$ cat src/logic/hsa_defines.svh
// Purpose: named constants of the hue and saturation stage
// Assumes: included by the package and by every design file
// Notes: offsets are byte addresses on the register bus
`ifndef HSA_DEFINES_SVH
`define HSA_DEFINES_SVH

`define HSA_PIXEL_W 8
`define HSA_ADDR_W 8
`define HSA_SECTORS 6
`define HSA_SEL_W 3
`define HSA_LAST_SECTOR 3'h5
`define HSA_HUE_W 8
`define HSA_SAT_W 8
`define HSA_SAT_FRAC 7
`define HSA_HUE_RESET 8'h00
`define HSA_SAT_RESET 8'h80
`define HSA_FRAC_W 8
`define HSA_FRAC_ONE 9'h100
`define HSA_HEX_SPAN 13'h0600
`define HSA_FRAME_W 16

`define HSA_OFF_CTRL 8'h00
`define HSA_OFF_SELECT 8'h04
`define HSA_OFF_HUE 8'h08
`define HSA_OFF_SAT 8'h0C
`define HSA_OFF_STATUS 8'h10
`define HSA_CTRL_ENABLE_BIT 0
`define HSA_CTRL_RESET 1'b1
`define HSA_SELECT_RESET 3'h0

`define HSA_RESP_OKAY 2'h0
`define HSA_RESP_SLVERR 2'h2

`endif

$ cat src/logic/hsa_pkg.sv
// Purpose: shared types of the hue and saturation stage
// Assumes: hsa_defines.svh on the include path
// Notes: none
package hsa_pkg;
`include "hsa_defines.svh"

typedef logic [`HSA_HUE_W-1:0] hsa_hue_t;
typedef logic [`HSA_SAT_W-1:0] hsa_sat_t;
typedef logic [`HSA_SEL_W-1:0] hsa_sel_t;
typedef enum logic [1:0] {HSA_W_IDLE, HSA_W_RESP} hsa_wstate_t;
typedef enum logic [1:0] {HSA_R_IDLE, HSA_R_FETCH, HSA_R_RESP} hsa_rstate_t;

endpackage : hsa_pkg

$ cat src/logic/hsa_sector_if.sv
// Purpose: carries writes and reads of the per-sector settings
// Assumes: hsa_pkg compiled first
// Notes: three read ports, two for pixels and one for the bus
`timescale 1ns/1ps
`include "hsa_defines.svh"
interface hsa_sector_if import hsa_pkg::*; ();
    logic wrHueEn;
    logic wrSatEn;
    hsa_sel_t wrSel;
    logic [`HSA_HUE_W-1:0] wrValue;
    hsa_sel_t rdSelA;
    hsa_sel_t rdSelB;
    hsa_sel_t rdSelC;
    hsa_hue_t rdHueA;
    hsa_hue_t rdHueB;
    hsa_hue_t rdHueC;
    hsa_sat_t rdSatA;
    hsa_sat_t rdSatB;
    hsa_sat_t rdSatC;
    modport user (output wrHueEn, wrSatEn, wrSel, wrValue, rdSelA, rdSelB, rdSelC,
        input rdHueA, rdHueB, rdHueC, rdSatA, rdSatB, rdSatC);
    modport store (input wrHueEn, wrSatEn, wrSel, wrValue, rdSelA, rdSelB, rdSelC,
        output rdHueA, rdHueB, rdHueC, rdSatA, rdSatB, rdSatC);
endinterface : hsa_sector_if

$ cat src/logic/hsa_sector_mem.sv
// Purpose: per-sector hue and saturation store with registered reads
// Assumes: selects below SECTORS
// Notes: every entry resets to neutral
`timescale 1ns/1ps
`include "hsa_defines.svh"
module hsa_sector_mem import hsa_pkg::*; #(
    parameter int SECTORS = `HSA_SECTORS
) (
    // clock and reset
    input wire logic clk,
    input wire logic rstn,
    // settings port
    hsa_sector_if.store port
);
    if (SECTORS < 2 || SECTORS > (1 << `HSA_SEL_W)) begin : g_check
        $error("hsa_sector_mem: SECTORS out of range");
    end

    hsa_hue_t hueMem [SECTORS];
    hsa_sat_t satMem [SECTORS];

    for (genvar i = 0; i < SECTORS; i++) begin : g_entry
        always_ff @(posedge clk or negedge rstn) begin
            if (!rstn) begin
                hueMem[i] <= `HSA_HUE_RESET;
                satMem[i] <= `HSA_SAT_RESET;
            end else begin
                if (port.wrHueEn && port.wrSel == hsa_sel_t'(i)) begin
                    hueMem[i] <= port.wrValue;
                end
                if (port.wrSatEn && port.wrSel == hsa_sel_t'(i)) begin
                    satMem[i] <= port.wrValue;
                end
            end
        end
    end

    always_ff @(posedge clk or negedge rstn) begin
        if (!rstn) begin
            port.rdHueA <= `HSA_HUE_RESET;
            port.rdHueB <= `HSA_HUE_RESET;
            port.rdHueC <= `HSA_HUE_RESET;
            port.rdSatA <= `HSA_SAT_RESET;
            port.rdSatB <= `HSA_SAT_RESET;
            port.rdSatC <= `HSA_SAT_RESET;
        end else begin
            port.rdHueA <= hueMem[port.rdSelA];
            port.rdHueB <= hueMem[port.rdSelB];
            port.rdHueC <= hueMem[port.rdSelC];
            port.rdSatA <= satMem[port.rdSelA];
            port.rdSatB <= satMem[port.rdSelB];
            port.rdSatC <= satMem[port.rdSelC];
        end
    end
endmodule : hsa_sector_mem

$ cat src/logic/hsa_adjust.sv
// Purpose: per-sector hue rotation and saturation gain on an RGB stream
// Assumes: pixel stream already binned and white balanced upstream
// Notes: fixed latency of FRAC_W+5 cycles, no back-pressure
//
// Summary of operation
// - six sectors R Y G C B M each hold hue and saturation, chosen by selector
// - hue setting is signed, minus one to just under plus one wedge
// - hue zero leaves hue unchanged; resets to zero
// - saturation setting is unsigned, zero to just under two
// - saturation one leaves colourfulness unchanged; resets to one
// - a sector's setting acts on pixels dominated by that sector
// - adjacent hexagon sectors are partly affected by a sector's setting
// - rotation moves towards a neighbour and never past it
// - for red, negative rotates towards yellow, positive towards magenta
// - extreme hue maps the sector fully onto its neighbour colour
// - saturation above one increases colourfulness of dominated pixels
// - saturation zero turns dominated colours into hueless gray
// - adjustment acts on binned pixels, after binning
//
// Chosen here: the address map and the AXI4-Lite interface to the registers.
`timescale 1ns/1ps
`include "hsa_defines.svh"
module hsa_adjust import hsa_pkg::*; #(
    parameter int PIXEL_W = `HSA_PIXEL_W,
    parameter int ADDR_W = `HSA_ADDR_W
) (
    // clock and reset
    input wire logic clk,
    input wire logic rstn,
    // register bus write
    input wire logic [ADDR_W-1:0] s_axi_awaddr,
    input wire logic s_axi_awvalid,
    output logic s_axi_awready,
    input wire logic [31:0] s_axi_wdata,
    input wire logic [3:0] s_axi_wstrb,
    input wire logic s_axi_wvalid,
    output logic s_axi_wready,
    output logic [1:0] s_axi_bresp,
    output logic s_axi_bvalid,
    input wire logic s_axi_bready,
    // register bus read
    input wire logic [ADDR_W-1:0] s_axi_araddr,
    input wire logic s_axi_arvalid,
    output logic s_axi_arready,
    output logic [31:0] s_axi_rdata,
    output logic [1:0] s_axi_rresp,
    output logic s_axi_rvalid,
    input wire logic s_axi_rready,
    // pixel input
    input wire logic pixInValid,
    input wire logic pixInFrameStart,
    input wire logic pixInLineEnd,
    input wire logic [PIXEL_W-1:0] pixInRed,
    input wire logic [PIXEL_W-1:0] pixInGreen,
    input wire logic [PIXEL_W-1:0] pixInBlue,
    // pixel output
    output logic pixOutValid,
    output logic pixOutFrameStart,
    output logic pixOutLineEnd,
    output logic [PIXEL_W-1:0] pixOutRed,
    output logic [PIXEL_W-1:0] pixOutGreen,
    output logic [PIXEL_W-1:0] pixOutBlue
);
    localparam int DIVN = `HSA_FRAC_W;
    localparam int HW = `HSA_HUE_W;
    localparam int SW = `HSA_SAT_W;
    localparam int POS_W = `HSA_SEL_W + DIVN;
    localparam int SPOS_W = POS_W + 2;

    if (PIXEL_W < 2 || PIXEL_W > 16 || ADDR_W < 5 || ADDR_W > 32) begin : g_check
        $error("hsa_adjust: PIXEL_W or ADDR_W out of range");
    end

    typedef struct packed {
        logic valid;
        logic sof;
        logic eol;
        logic bypass;
        hsa_sel_t wedge;
        logic [PIXEL_W-1:0] red;
        logic [PIXEL_W-1:0] green;
        logic [PIXEL_W-1:0] blue;
        logic [PIXEL_W-1:0] low;
        logic [PIXEL_W-1:0] chroma;
        logic [PIXEL_W:0] rem;
        logic [DIVN-1:0] frac;
    } hsa_stage_t;

    hsa_sector_if sectorBus();

    hsa_sector_mem #(.SECTORS(`HSA_SECTORS)) u_mem (
        .clk(clk),
        .rstn(rstn),
        .port(sectorBus.store)
    );

    ////////////////////////////////////////////////////////////////////////
    // register bus write side
    hsa_wstate_t wState;
    logic awHave;
    logic wHave;
    logic [ADDR_W-1:0] awAddrReg;
    logic [31:0] wDataReg;
    logic [3:0] wStrbReg;
    logic doWrite;
    logic awTake;
    logic wTake;
    logic enableReg;
    hsa_sel_t selectReg;
    logic [ADDR_W-1:0] wOff;

    assign awTake = s_axi_awvalid && s_axi_awready;
    assign wTake = s_axi_wvalid && s_axi_wready;
    assign doWrite = (wState == HSA_W_IDLE) && awHave && wHave;
    assign wOff = {awAddrReg[ADDR_W-1:2], 2'b00};

    always_ff @(posedge clk or negedge rstn) begin
        if (!rstn) begin
            wState <= HSA_W_IDLE;
            awHave <= 1'b0;
            wHave <= 1'b0;
            awAddrReg <= '0;
            wDataReg <= '0;
            wStrbReg <= '0;
            s_axi_awready <= 1'b0;
            s_axi_wready <= 1'b0;
            s_axi_bvalid <= 1'b0;
            s_axi_bresp <= `HSA_RESP_OKAY;
        end else begin
            case (wState)
                HSA_W_IDLE: begin
                    if (awTake) begin
                        awAddrReg <= s_axi_awaddr;
                    end
                    if (wTake) begin
                        wDataReg <= s_axi_wdata;
                        wStrbReg <= s_axi_wstrb;
                    end
                    if (doWrite) begin
                        wState <= HSA_W_RESP;
                        awHave <= 1'b0;
                        wHave <= 1'b0;
                        s_axi_bvalid <= 1'b1;
                        s_axi_awready <= 1'b0;
                        s_axi_wready <= 1'b0;
                        case (wOff)
                            `HSA_OFF_CTRL, `HSA_OFF_SELECT, `HSA_OFF_HUE, `HSA_OFF_SAT,
                            `HSA_OFF_STATUS: s_axi_bresp <= `HSA_RESP_OKAY;
                            default: s_axi_bresp <= `HSA_RESP_SLVERR;
                        endcase
                    end else begin
                        awHave <= awHave | awTake;
                        wHave <= wHave | wTake;
                        s_axi_awready <= !(awHave | awTake);
                        s_axi_wready <= !(wHave | wTake);
                    end
                end
                HSA_W_RESP: begin
                    if (s_axi_bready) begin
                        wState <= HSA_W_IDLE;
                        s_axi_bvalid <= 1'b0;
                        s_axi_awready <= 1'b1;
                        s_axi_wready <= 1'b1;
                    end
                end
                default: wState <= HSA_W_IDLE;
            endcase
        end
    end

    // control fields, steered by software
    always_ff @(posedge clk or negedge rstn) begin
        if (!rstn) begin
            enableReg <= `HSA_CTRL_RESET;
            selectReg <= `HSA_SELECT_RESET;
        end else if (doWrite && wStrbReg[0]) begin
            if (wOff == `HSA_OFF_CTRL) begin
                enableReg <= wDataReg[`HSA_CTRL_ENABLE_BIT];
            end
            if (wOff == `HSA_OFF_SELECT && wDataReg[`HSA_SEL_W-1:0] <= `HSA_LAST_SECTOR) begin
                selectReg <= wDataReg[`HSA_SEL_W-1:0];
            end
        end
    end

    assign sectorBus.wrSel = selectReg;
    assign sectorBus.wrValue = wDataReg[HW-1:0];
    assign sectorBus.wrHueEn = doWrite && wStrbReg[0] && wOff == `HSA_OFF_HUE;
    assign sectorBus.wrSatEn = doWrite && wStrbReg[0] && wOff == `HSA_OFF_SAT;
    assign sectorBus.rdSelC = selectReg;

    ////////////////////////////////////////////////////////////////////////
    // register bus read side
    hsa_rstate_t rState;
    logic [ADDR_W-1:0] arAddrReg;
    logic [`HSA_FRAME_W-1:0] frameCountReg;
    logic [ADDR_W-1:0] rOff;

    assign rOff = {arAddrReg[ADDR_W-1:2], 2'b00};

    always_ff @(posedge clk or negedge rstn) begin
        if (!rstn) begin
            rState <= HSA_R_IDLE;
            arAddrReg <= '0;
            s_axi_arready <= 1'b0;
            s_axi_rvalid <= 1'b0;
            s_axi_rdata <= '0;
            s_axi_rresp <= `HSA_RESP_OKAY;
        end else begin
            case (rState)
                HSA_R_IDLE: begin
                    s_axi_arready <= !(s_axi_arvalid && s_axi_arready);
                    if (s_axi_arvalid && s_axi_arready) begin
                        arAddrReg <= s_axi_araddr;
                        rState <= HSA_R_FETCH;
                    end
                end
                HSA_R_FETCH: begin
                    rState <= HSA_R_RESP;
                    s_axi_rvalid <= 1'b1;
                    s_axi_rresp <= `HSA_RESP_OKAY;
                    case (rOff)
                        `HSA_OFF_CTRL: s_axi_rdata <= 32'(enableReg);
                        `HSA_OFF_SELECT: s_axi_rdata <= 32'(selectReg);
                        `HSA_OFF_HUE: s_axi_rdata <= 32'(sectorBus.rdHueC);
                        `HSA_OFF_SAT: s_axi_rdata <= 32'(sectorBus.rdSatC);
                        `HSA_OFF_STATUS: s_axi_rdata <= 32'(frameCountReg);
                        default: begin
                            s_axi_rdata <= '0;
                            s_axi_rresp <= `HSA_RESP_SLVERR;
                        end
                    endcase
                end
                HSA_R_RESP: begin
                    if (s_axi_rready) begin
                        rState <= HSA_R_IDLE;
                        s_axi_rvalid <= 1'b0;
                        s_axi_arready <= 1'b1;
                    end
                end
                default: rState <= HSA_R_IDLE;
            endcase
        end
    end

    always_ff @(posedge clk or negedge rstn) begin
        if (!rstn) begin
            frameCountReg <= '0;
        end else if (pixInValid && pixInFrameStart) begin
            frameCountReg <= frameCountReg + 1'b1;
        end
    end

    ////////////////////////////////////////////////////////////////////////
    // classify: hexagon wedge, gray level and chroma
    logic [PIXEL_W-1:0] cHi;
    logic [PIXEL_W-1:0] cLo;
    logic [PIXEL_W-1:0] cNum;
    hsa_sel_t cWedge;
    hsa_stage_t stageIn;
    hsa_stage_t pl [DIVN+1];

    always_comb begin
        if (pixInRed >= pixInGreen && pixInGreen >= pixInBlue) begin
            cWedge = 3'h0; cHi = pixInRed; cLo = pixInBlue; cNum = pixInGreen - pixInBlue;
        end else if (pixInGreen > pixInRed && pixInRed >= pixInBlue) begin
            cWedge = 3'h1; cHi = pixInGreen; cLo = pixInBlue; cNum = pixInGreen - pixInRed;
        end else if (pixInGreen >= pixInBlue && pixInBlue > pixInRed) begin
            cWedge = 3'h2; cHi = pixInGreen; cLo = pixInRed; cNum = pixInBlue - pixInRed;
        end else if (pixInBlue > pixInGreen && pixInGreen > pixInRed) begin
            cWedge = 3'h3; cHi = pixInBlue; cLo = pixInRed; cNum = pixInBlue - pixInGreen;
        end else if (pixInBlue >= pixInRed && pixInRed > pixInGreen) begin
            cWedge = 3'h4; cHi = pixInBlue; cLo = pixInGreen; cNum = pixInRed - pixInGreen;
        end else begin
            cWedge = 3'h5; cHi = pixInRed; cLo = pixInGreen; cNum = pixInRed - pixInBlue;
        end
        // a pixel on a far corner belongs to the next wedge at its start
        if (cNum != '0 && cNum == cHi - cLo) begin
            cNum = '0;
            cWedge = (cWedge == `HSA_LAST_SECTOR) ? 3'h0 : cWedge + 3'h1;
        end
        stageIn = '0;
        stageIn.valid = pixInValid;
        stageIn.sof = pixInFrameStart;
        stageIn.eol = pixInLineEnd;
        stageIn.bypass = !enableReg;
        stageIn.wedge = cWedge;
        stageIn.red = pixInRed;
        stageIn.green = pixInGreen;
        stageIn.blue = pixInBlue;
        stageIn.low = cLo;
        stageIn.chroma = cHi - cLo;
        stageIn.rem = {1'b0, cNum};
    end

    always_ff @(posedge clk or negedge rstn) begin
        if (!rstn) begin
            pl[0] <= '0;
        end else begin
            pl[0] <= stageIn;
        end
    end

    ////////////////////////////////////////////////////////////////////////
    // position within the wedge, one quotient bit per stage
    function automatic hsa_stage_t divStep(input hsa_stage_t s);
        hsa_stage_t r;
        logic [PIXEL_W+1:0] twice;
        logic qBit;
        r = s;
        twice = {s.rem, 1'b0};
        qBit = 1'b0;
        if (s.chroma != '0 && twice >= {2'b00, s.chroma}) begin
            twice = twice - {2'b00, s.chroma};
            qBit = 1'b1;
        end
        r.rem = twice[PIXEL_W:0];
        r.frac = {s.frac[DIVN-2:0], qBit};
        return r;
    endfunction : divStep

    for (genvar k = 0; k < DIVN; k++) begin : g_div
        always_ff @(posedge clk or negedge rstn) begin
            if (!rstn) begin
                pl[k+1] <= '0;
            end else begin
                pl[k+1] <= divStep(pl[k]);
            end
        end
    end

    // settings of the wedge's two corner sectors
    assign sectorBus.rdSelA = pl[DIVN].wedge;
    assign sectorBus.rdSelB = (pl[DIVN].wedge == `HSA_LAST_SECTOR) ? 3'h0 : pl[DIVN].wedge + 3'h1;

    ////////////////////////////////////////////////////////////////////////
    // blend corner settings by position, rotate, scale, rebuild
    hsa_stage_t pay9;
    hsa_stage_t st10;
    hsa_stage_t st11;
    logic signed [HW:0] hDiff;
    logic signed [HW+DIVN+1:0] hProd;
    logic signed [HW+DIVN+1:0] hFull;
    logic signed [SW:0] gDiff;
    logic signed [SW+DIVN+1:0] gProd;
    logic signed [SW+DIVN+1:0] gFull;
    logic signed [HW:0] hueEff;
    logic [SW-1:0] gainEff;
    logic signed [SPOS_W-1:0] posS;
    logic [PIXEL_W+SW-1:0] cScaled;
    logic [PIXEL_W:0] cNew;
    logic [PIXEL_W:0] headroom;
    logic [DIVN:0] fr;
    logic [PIXEL_W+DIVN:0] midProd;
    logic [PIXEL_W-1:0] midV;
    logic [PIXEL_W-1:0] hiV;
    logic [PIXEL_W-1:0] oRed;
    logic [PIXEL_W-1:0] oGreen;
    logic [PIXEL_W-1:0] oBlue;

    always_comb begin
        hDiff = $signed({sectorBus.rdHueB[HW-1], sectorBus.rdHueB})
            - $signed({sectorBus.rdHueA[HW-1], sectorBus.rdHueA});
        hProd = hDiff * $signed({1'b0, pay9.frac});
        hFull = $signed({{(DIVN+2){sectorBus.rdHueA[HW-1]}}, sectorBus.rdHueA}) + (hProd >>> DIVN);
        gDiff = $signed({1'b0, sectorBus.rdSatB}) - $signed({1'b0, sectorBus.rdSatA});
        gProd = gDiff * $signed({1'b0, pay9.frac});
        gFull = $signed({{(DIVN+2){1'b0}}, sectorBus.rdSatA}) + (gProd >>> DIVN);
    end

    always_ff @(posedge clk or negedge rstn) begin
        if (!rstn) begin
            pay9 <= '0;
            st10 <= '0;
            hueEff <= '0;
            gainEff <= `HSA_SAT_RESET;
        end else begin
            pay9 <= pl[DIVN];
            st10 <= pay9;
            // neutral settings keep the exact input values
            st10.bypass <= pay9.bypass
                || (hFull[HW:0] == '0 && gFull[SW-1:0] == `HSA_SAT_RESET);
            hueEff <= hFull[HW:0];
            gainEff <= gFull[SW-1:0];
        end
    end

    always_comb begin
        // a full-scale hue moves one whole wedge, never further
        posS = $signed({2'b00, st10.wedge, st10.frac})
            - $signed({{(SPOS_W-HW-2){hueEff[HW]}}, hueEff, 1'b0});
        if (posS < 0) begin
            posS = posS + $signed(`HSA_HEX_SPAN);
        end else if (posS >= $signed(`HSA_HEX_SPAN)) begin
            posS = posS - $signed(`HSA_HEX_SPAN);
        end
        cScaled = st10.chroma * gainEff;
        cNew = cScaled[PIXEL_W+`HSA_SAT_FRAC:`HSA_SAT_FRAC];
        headroom = {1'b0, ~st10.low};
    end

    always_ff @(posedge clk or negedge rstn) begin
        if (!rstn) begin
            st11 <= '0;
        end else begin
            st11 <= st10;
            st11.wedge <= posS[POS_W-1:DIVN];
            st11.frac <= posS[DIVN-1:0];
            st11.chroma <= (cNew > headroom) ? headroom[PIXEL_W-1:0] : cNew[PIXEL_W-1:0];
        end
    end

    always_comb begin
        fr = st11.wedge[0] ? (`HSA_FRAC_ONE - {1'b0, st11.frac}) : {1'b0, st11.frac};
        midProd = st11.chroma * fr;
        midV = st11.low + midProd[PIXEL_W+DIVN-1:DIVN];
        hiV = st11.low + st11.chroma;
        case (st11.wedge)
            3'h0: begin oRed = hiV; oGreen = midV; oBlue = st11.low; end
            3'h1: begin oRed = midV; oGreen = hiV; oBlue = st11.low; end
            3'h2: begin oRed = st11.low; oGreen = hiV; oBlue = midV; end
            3'h3: begin oRed = st11.low; oGreen = midV; oBlue = hiV; end
            3'h4: begin oRed = midV; oGreen = st11.low; oBlue = hiV; end
            3'h5: begin oRed = hiV; oGreen = st11.low; oBlue = midV; end
            default: begin oRed = st11.red; oGreen = st11.green; oBlue = st11.blue; end
        endcase
        if (st11.bypass || (st11.red == st11.green && st11.green == st11.blue)) begin
            oRed = st11.red;
            oGreen = st11.green;
            oBlue = st11.blue;
        end
    end

    always_ff @(posedge clk or negedge rstn) begin
        if (!rstn) begin
            pixOutValid <= 1'b0;
            pixOutFrameStart <= 1'b0;
            pixOutLineEnd <= 1'b0;
            pixOutRed <= '0;
            pixOutGreen <= '0;
            pixOutBlue <= '0;
        end else begin
            pixOutValid <= st11.valid;
            pixOutFrameStart <= st11.sof;
            pixOutLineEnd <= st11.eol;
            pixOutRed <= oRed;
            pixOutGreen <= oGreen;
            pixOutBlue <= oBlue;
        end
    end
endmodule : hsa_adjust

$ cat config.mk
export PLATFORM = sky130hd
export DESIGN_NAME = hsa_adjust
export DESIGN_NICKNAME = d
export VERILOG_FILES = /design/src/logic/hsa_pkg.sv /design/src/logic/hsa_sector_if.sv /design/src/logic/hsa_sector_mem.sv /design/src/logic/hsa_adjust.sv
export VERILOG_INCLUDE_DIRS = /design/src /design/src/logic
export SDC_FILE = /design/constraint.sdc
export NUM_CORES = 2
export LEC_CHECK = 0
export BUFFER_PORTS_ARGS = -buffer_cell sky130_fd_sc_hd__buf_2
export CAP_MARGIN = 40
export CORE_ASPECT_RATIO = 1.1
export CORE_MARGIN = 4
export CORE_UTILIZATION = 40
export CTS_CLUSTER_DIAMETER = 50
export DETAILED_ROUTE_END_ITERATION = 8
export GPL_TIMING_DRIVEN = 0
export PLACE_DENSITY_LB_ADDON = 0.08
export SLEW_MARGIN = 40
export SYNTH_ARGS = -nofsm -noshare
export SYNTH_HDL_FRONTEND = slang
export SYNTH_SLANG_ARGS = --single-unit
export TNS_END_PERCENT = 100
$ cat constraint.sdc
create_clock -name clk -period 10.2 [get_ports clk]
set_input_delay 0.51 -clock clk [delete_from_list [all_inputs] [get_ports clk]]
set_output_delay 0.51 -clock clk [all_outputs]
set_load 0.02 [all_outputs]
# == After elaboration in Yosys (flattened, before gate mapping) ==
# Index checks and enable logic that the tools add are counted.
# word_totals
output_inout_bits,68
input_bits,86
wordCells,450
ff_bits,975
# classes
reduce_logical,86
eq_ne,31
n_mux,89
multipliers,4
n_bitwise,6
n_addsub,27
magnitude_cmp,23
# ops
cell,count
8-bit 2-to-1 mux,31
8-bit binary-select mux with 3-bit select,6
16-bit one-hot mux with 5 select lines,1
9-bit 2-to-1 mux,8
8-bit one-hot mux with 3 select lines,3
8-bit nonzero test,9
10-bit by 8-bit greater-or-equal comparator with 1-bit output,7
9-bit by 8-bit subtractor with 9-bit output,7
8-bit subtractor,7
1-bit logical AND,38
8-bit greater-or-equal comparator,4
8-bit greater-than comparator,4
8-bit adder,3
6-bit by 2-bit equality test with 1-bit output (second input constant),4
8-bit equality test,3
11-bit 2-to-1 mux,2
2-bit AND reduction,11
3-bit 2-to-1 mux,7
3-bit equality test (second input constant),6
1-bit 2-to-1 mux,18
2-bit OR reduction,9
8-bit by 8-bit subtractor with 9-bit output,2
9-bit by 9-bit multiplier with 17-bit output,1
16-bit by 1-bit adder with 16-bit output (second input constant),1
other kinds (39),74

# == Depth between registers and ports, before layout ==
# depth
word_depth,11
ltp_mapped,34
mapped_depth_nobuf,34

# == By module ==
# A second synthesis with hierarchy kept.
# unflattened
hier_cells,4119
hier_area_um2,47957.2
# by_module_without_submodules
mod,n_inst,cells_per_inst,seq_area_each_um2,area_per_inst_um2
hsa_adjust,1,3564,20196.9,40555.1
hsa_sector_mem,1,555,3614.7,7402.1

# == Worst setup path after synthesis ==
# OpenSTA, ideal clock, no wires.
# synth_path
kind,reg2reg
from,reg u_mem.port.rdSatA[1]
to,reg st10[60] in the netlist's numbering
path_stages_with_launch,34
setup_time_ps,64
slack_ps,3046
n_path_buf,0
period_less_slack_ps,7154
required_time_ps,10136
arrival_ps,7089
cell_sequence,dfrtp_1 > inv_1 > ha_1 > nor2b_1 > o21ai_0 > nand2b_1 > a21o_1 > a21o_1 > xor2_1 > nand2_1 > fa_1 > inv_1 > fa_1 > ha_1 > fa_1 > ha_1 > or4b_2 > o31ai_1 > a21o_1 > a21o_1 > a21oi_1 > o21ai_0 > nor2_1 > xnor2_1 > ha_1 > inv_1 > nor2_1 > nor2_1 > o21bai_1 > a21oi_1 > xnor2_1 > or3_1 > nor4_1 > a31o_2
# synth_via
elab_chain_cells,6
# synth_rtl
item,line_no,text
"start, declared",hsa_sector_if.sv:23,"output rdHueA, rdHueB, rdHueC, rdSatA, rdSatB, rdSatC);"
"start signal, assigned",hsa_sector_mem.sv:43,port.rdSatA <= `HSA_SAT_RESET;
"start signal, assigned",hsa_sector_mem.sv:50,port.rdSatA <= satMem[port.rdSelA];
8-bit by 8-bit subtractor with 9-bit output,hsa_adjust.sv:366,"gDiff = $signed({1'b0, sectorBus.rdSatB}) - $signed({1'b0, sectorBus.rdSatA});"
9-bit by 9-bit multiplier with 16-bit output,hsa_adjust.sv:367,"gProd = gDiff * $signed({1'b0, pay9.frac});"
8-bit adder (*),hsa_adjust.sv:368,"gFull = $signed({{(DIVN+2){1'b0}}, sectorBus.rdSatA}) + (gProd >>> DIVN);"
net gFull[6],hsa_adjust.sv:346,logic signed [SW+DIVN+1:0] gFull;
8-bit equality test (no line) (*),n/a,
1-bit logical AND (no line) (*),n/a,
1-bit logical OR (*),hsa_adjust.sv:381,st10.bypass <= pay9.bypass
"end signal, assigned",hsa_adjust.sv:379,st10 <= pay9;
"end, declared",hsa_adjust.sv:339,hsa_stage_t st10;
# Mark *: on every way through the listed nets, which the timed path passes. The rest lies on a longest branch.
# A chain may end at the register's enable or synchronous reset.

# == Worst setup path in the final report ==
# Ends and elaborated chain as after synthesis.

==> results_dict.tcl <==
set metrics [dict create \
    postCtsSetupBuffers 0 \
    std_cell_rows 132 \
    clockRootBuffer "clkbuf_16" \
    syn2layout_area_growth_pct 14.99 \
    cap_violations 0 \
    hold_class "in -> reg" \
    regArea_mm2 0.02381 \
    finalHoldViolations 0 \
    antenna_found_initial 4 \
    worstPathArrival_ps 9190 \
    initial_utilization_pct 40.29 \
    yosysWarningCount 0 \
    fin_hold_ws_ps 66.43 \
    drv_slew 0 \
    nets 4942 \
    slew_headroom_pct 40.86 \
    yosysUniqueCellTypes 81 \
    clkTransAtPathRegs_ps 60 \
    fillers 11000 \
    run_status "completed" \
    core_mm2 0.1179 \
    fmax_mhz 116.4 \
    grt.busiest_layer "met2" \
    h-tree-depth 3 \
    synthCells 4051 \
    grt_util_met1_pct 24.21 \
    synthTopCellsByCount "940 x dfrtp_1, 507 x inv_1, 314 x nand2_1" \
    multi_input_area_mm2 0.02145 \
    die_y_um 369.5 \
    syn_area_mm2 0.04751 \
    ys_async_sr_fraction_pct 100.0 \
    synth_flop_cell "dfrtp_1" \
    grt_pass1_vias 30910 \
    cp_max_fo 8 \
    syn-mean-instance-area_um2 11.73 \
    grt_usage_pct 17.84 \
    met2_usage_pct 29.79 \
    gp_congestion 0.8634 \
    ant_nets 0 \
    cts.sink_count 951 \
    setup_tns_ps 0 \
    post-synth-top-count-cell "dfrtp_1" \
    finalCritPeriodShare_pct 84.26 \
    worst_slew_pin_slew_ps 879.2 \
    netlist.area_leader.share_pct 49.51 \
    finClkSkew_ps 53.47 \
    die-width_um 336.6 \
    critical_path_class "reg -> reg" \
    drtPass1Iterations 5 \
    via_per_inst 4.912 \
    wl_mm 107.8 \
    dp_slack_ps 1584 \
    clockBufferDepth 3 \
    drc 0 \
    cts_tree "yes" \
    portBuffers 104 \
    num_io_pins 154 \
    routedWlPerCell_um 18.04 \
    fin_ws_ps 1606 \
    ys_seq_area_share_pct 50.11 \
    setup_viol 0 \
    clock_latency_ps 700 \
    overflow 0 \
    drive_gt1_share_pct 13.14 \
    rsz0062_at_grt "no" \
    required_ps 10790 \
    grt_pass1_wl_mm 174.3 \
    ys_ff_latch 951 \
    dp_hpwl_mm 80.28 \
    drtIter0Drc 1835 \
    met3_usage_pct 2.640 \
    num_vias 29340 \
    cts_made_buffers 107 \
    die_area_mm2 0.1244 \
    grt_max_degree 109 \
    crit_slowest_cell "xor2_1" \
    synth_edf_count 0 \
    cp-start-kind "flop" \
    synth_area_leaders "dfrtp_1 50%, fa_1 8.8%, ha_1 8.1%" \
    fin_crit_ps 8594 \
    max_stage_delay_ps 620 \
    yosysTopAreaCell "dfrtp_1" \
    critPathCaptureType "flop" \
]
-- layout by cell type (no fill, tap or decap), types with 99 or more instances in the layout --
cell / count
inv_1: 507
mux2_2: 147
o21ai_0: 144
ha_1: 306
fa_1: 208
clkbuf_16: 107
nor2_1: 171
clkbuf_1: 99
dfrtp_1: 940
a21oi_1: 146
buf_2: 118
nand2_1: 314
xnor2_1: 126
and2_1: 99
-- final timing paths --
path | depth (start not counted) | slack, ps | start | end
setup / recovery | 33 | 1610 | u_mem.port.rdSatA[1] | st10[60]
hold reg to reg | 0 | 320 | pay9[22] | st10[22]
hold / removal | 2 | 70 | s_axi_wdata[0] | wDataReg[0]
max in group asynchronous | 5 | 8260 | rstn | u_mem.port.rdSatC[7]
min in group asynchronous | 2 | 350 | rstn | st10[22]
setup reg to reg | 33 | 1610 | u_mem.port.rdSatA[1] | st10[60]
-- worst max-delay path: cells and delay by family, from the launching register on --
kind / cells / cell delay, ps
and+or+nand+nor: 7 / 1280
DFF: 1 / 510
adders and majority gates: 7 / 2630
xor gates and xnor gates: 5 / 1570
AOI/OAI and AO/OA: 12 / 2360
buffers and inverters: 2 / 140
-- cell families after synthesis --
family,share of synthesized area (%)
buf+inv,5.222
compound gates,8.316
mux,6.728
xor+xnor,3.789
other cells,0.007892
fa+ha+maj,16.82
flops,50.11
simple gates,9.001
-- layer usage --
metal,up-vias,wire [um]
met3,161,3908
met5,-,8
met1,14650,48660
li1,14020,-
met2,508,52340
met4,2,2863
-- cell type report --
type	instances	share of cell area, %
antenna	5	0.02290
buffer	126	1.072
clock buffer	143	5.496
clock inverter	52	1.150
inverter	508	3.490
multi-input combinational	2483	39.26
sequential	951	43.58
tap	1541	3.529
timing repair buffer	165	2.395
-- sequential cells by signal, summed over array words and instances, names as in the netlist, 9 cells and up --
signal,count
hueEff,9
frameCountReg,16
st10,55
pl,527
pay9,55
s_axi_rdata,16
u_mem.satMem,48
u_mem.hueMem,48
st11,55
-- per-stage QoR --
stage | std cells | area [um2] | util, %
finish | 5974 | 54640 | 46.33
global placement | 5713 | 50030 | 42.42
floorplan | 4068 | 47580 | -
CTS | 5969 | 54590 | 46.29
detailed placement | 5727 | 50490 | 42.81
global route | 5970 | 54630 | 46.32
-- repair_timing --
item | in CTS | in global routing
gates resized for setup | 0 | 0
hold endpoints to repair | 100 | 0
hold buffers | 47 | 0
Power is not shown: default switching activity piles up to over one toggle a cycle in this logic, so the estimate is an artifact.
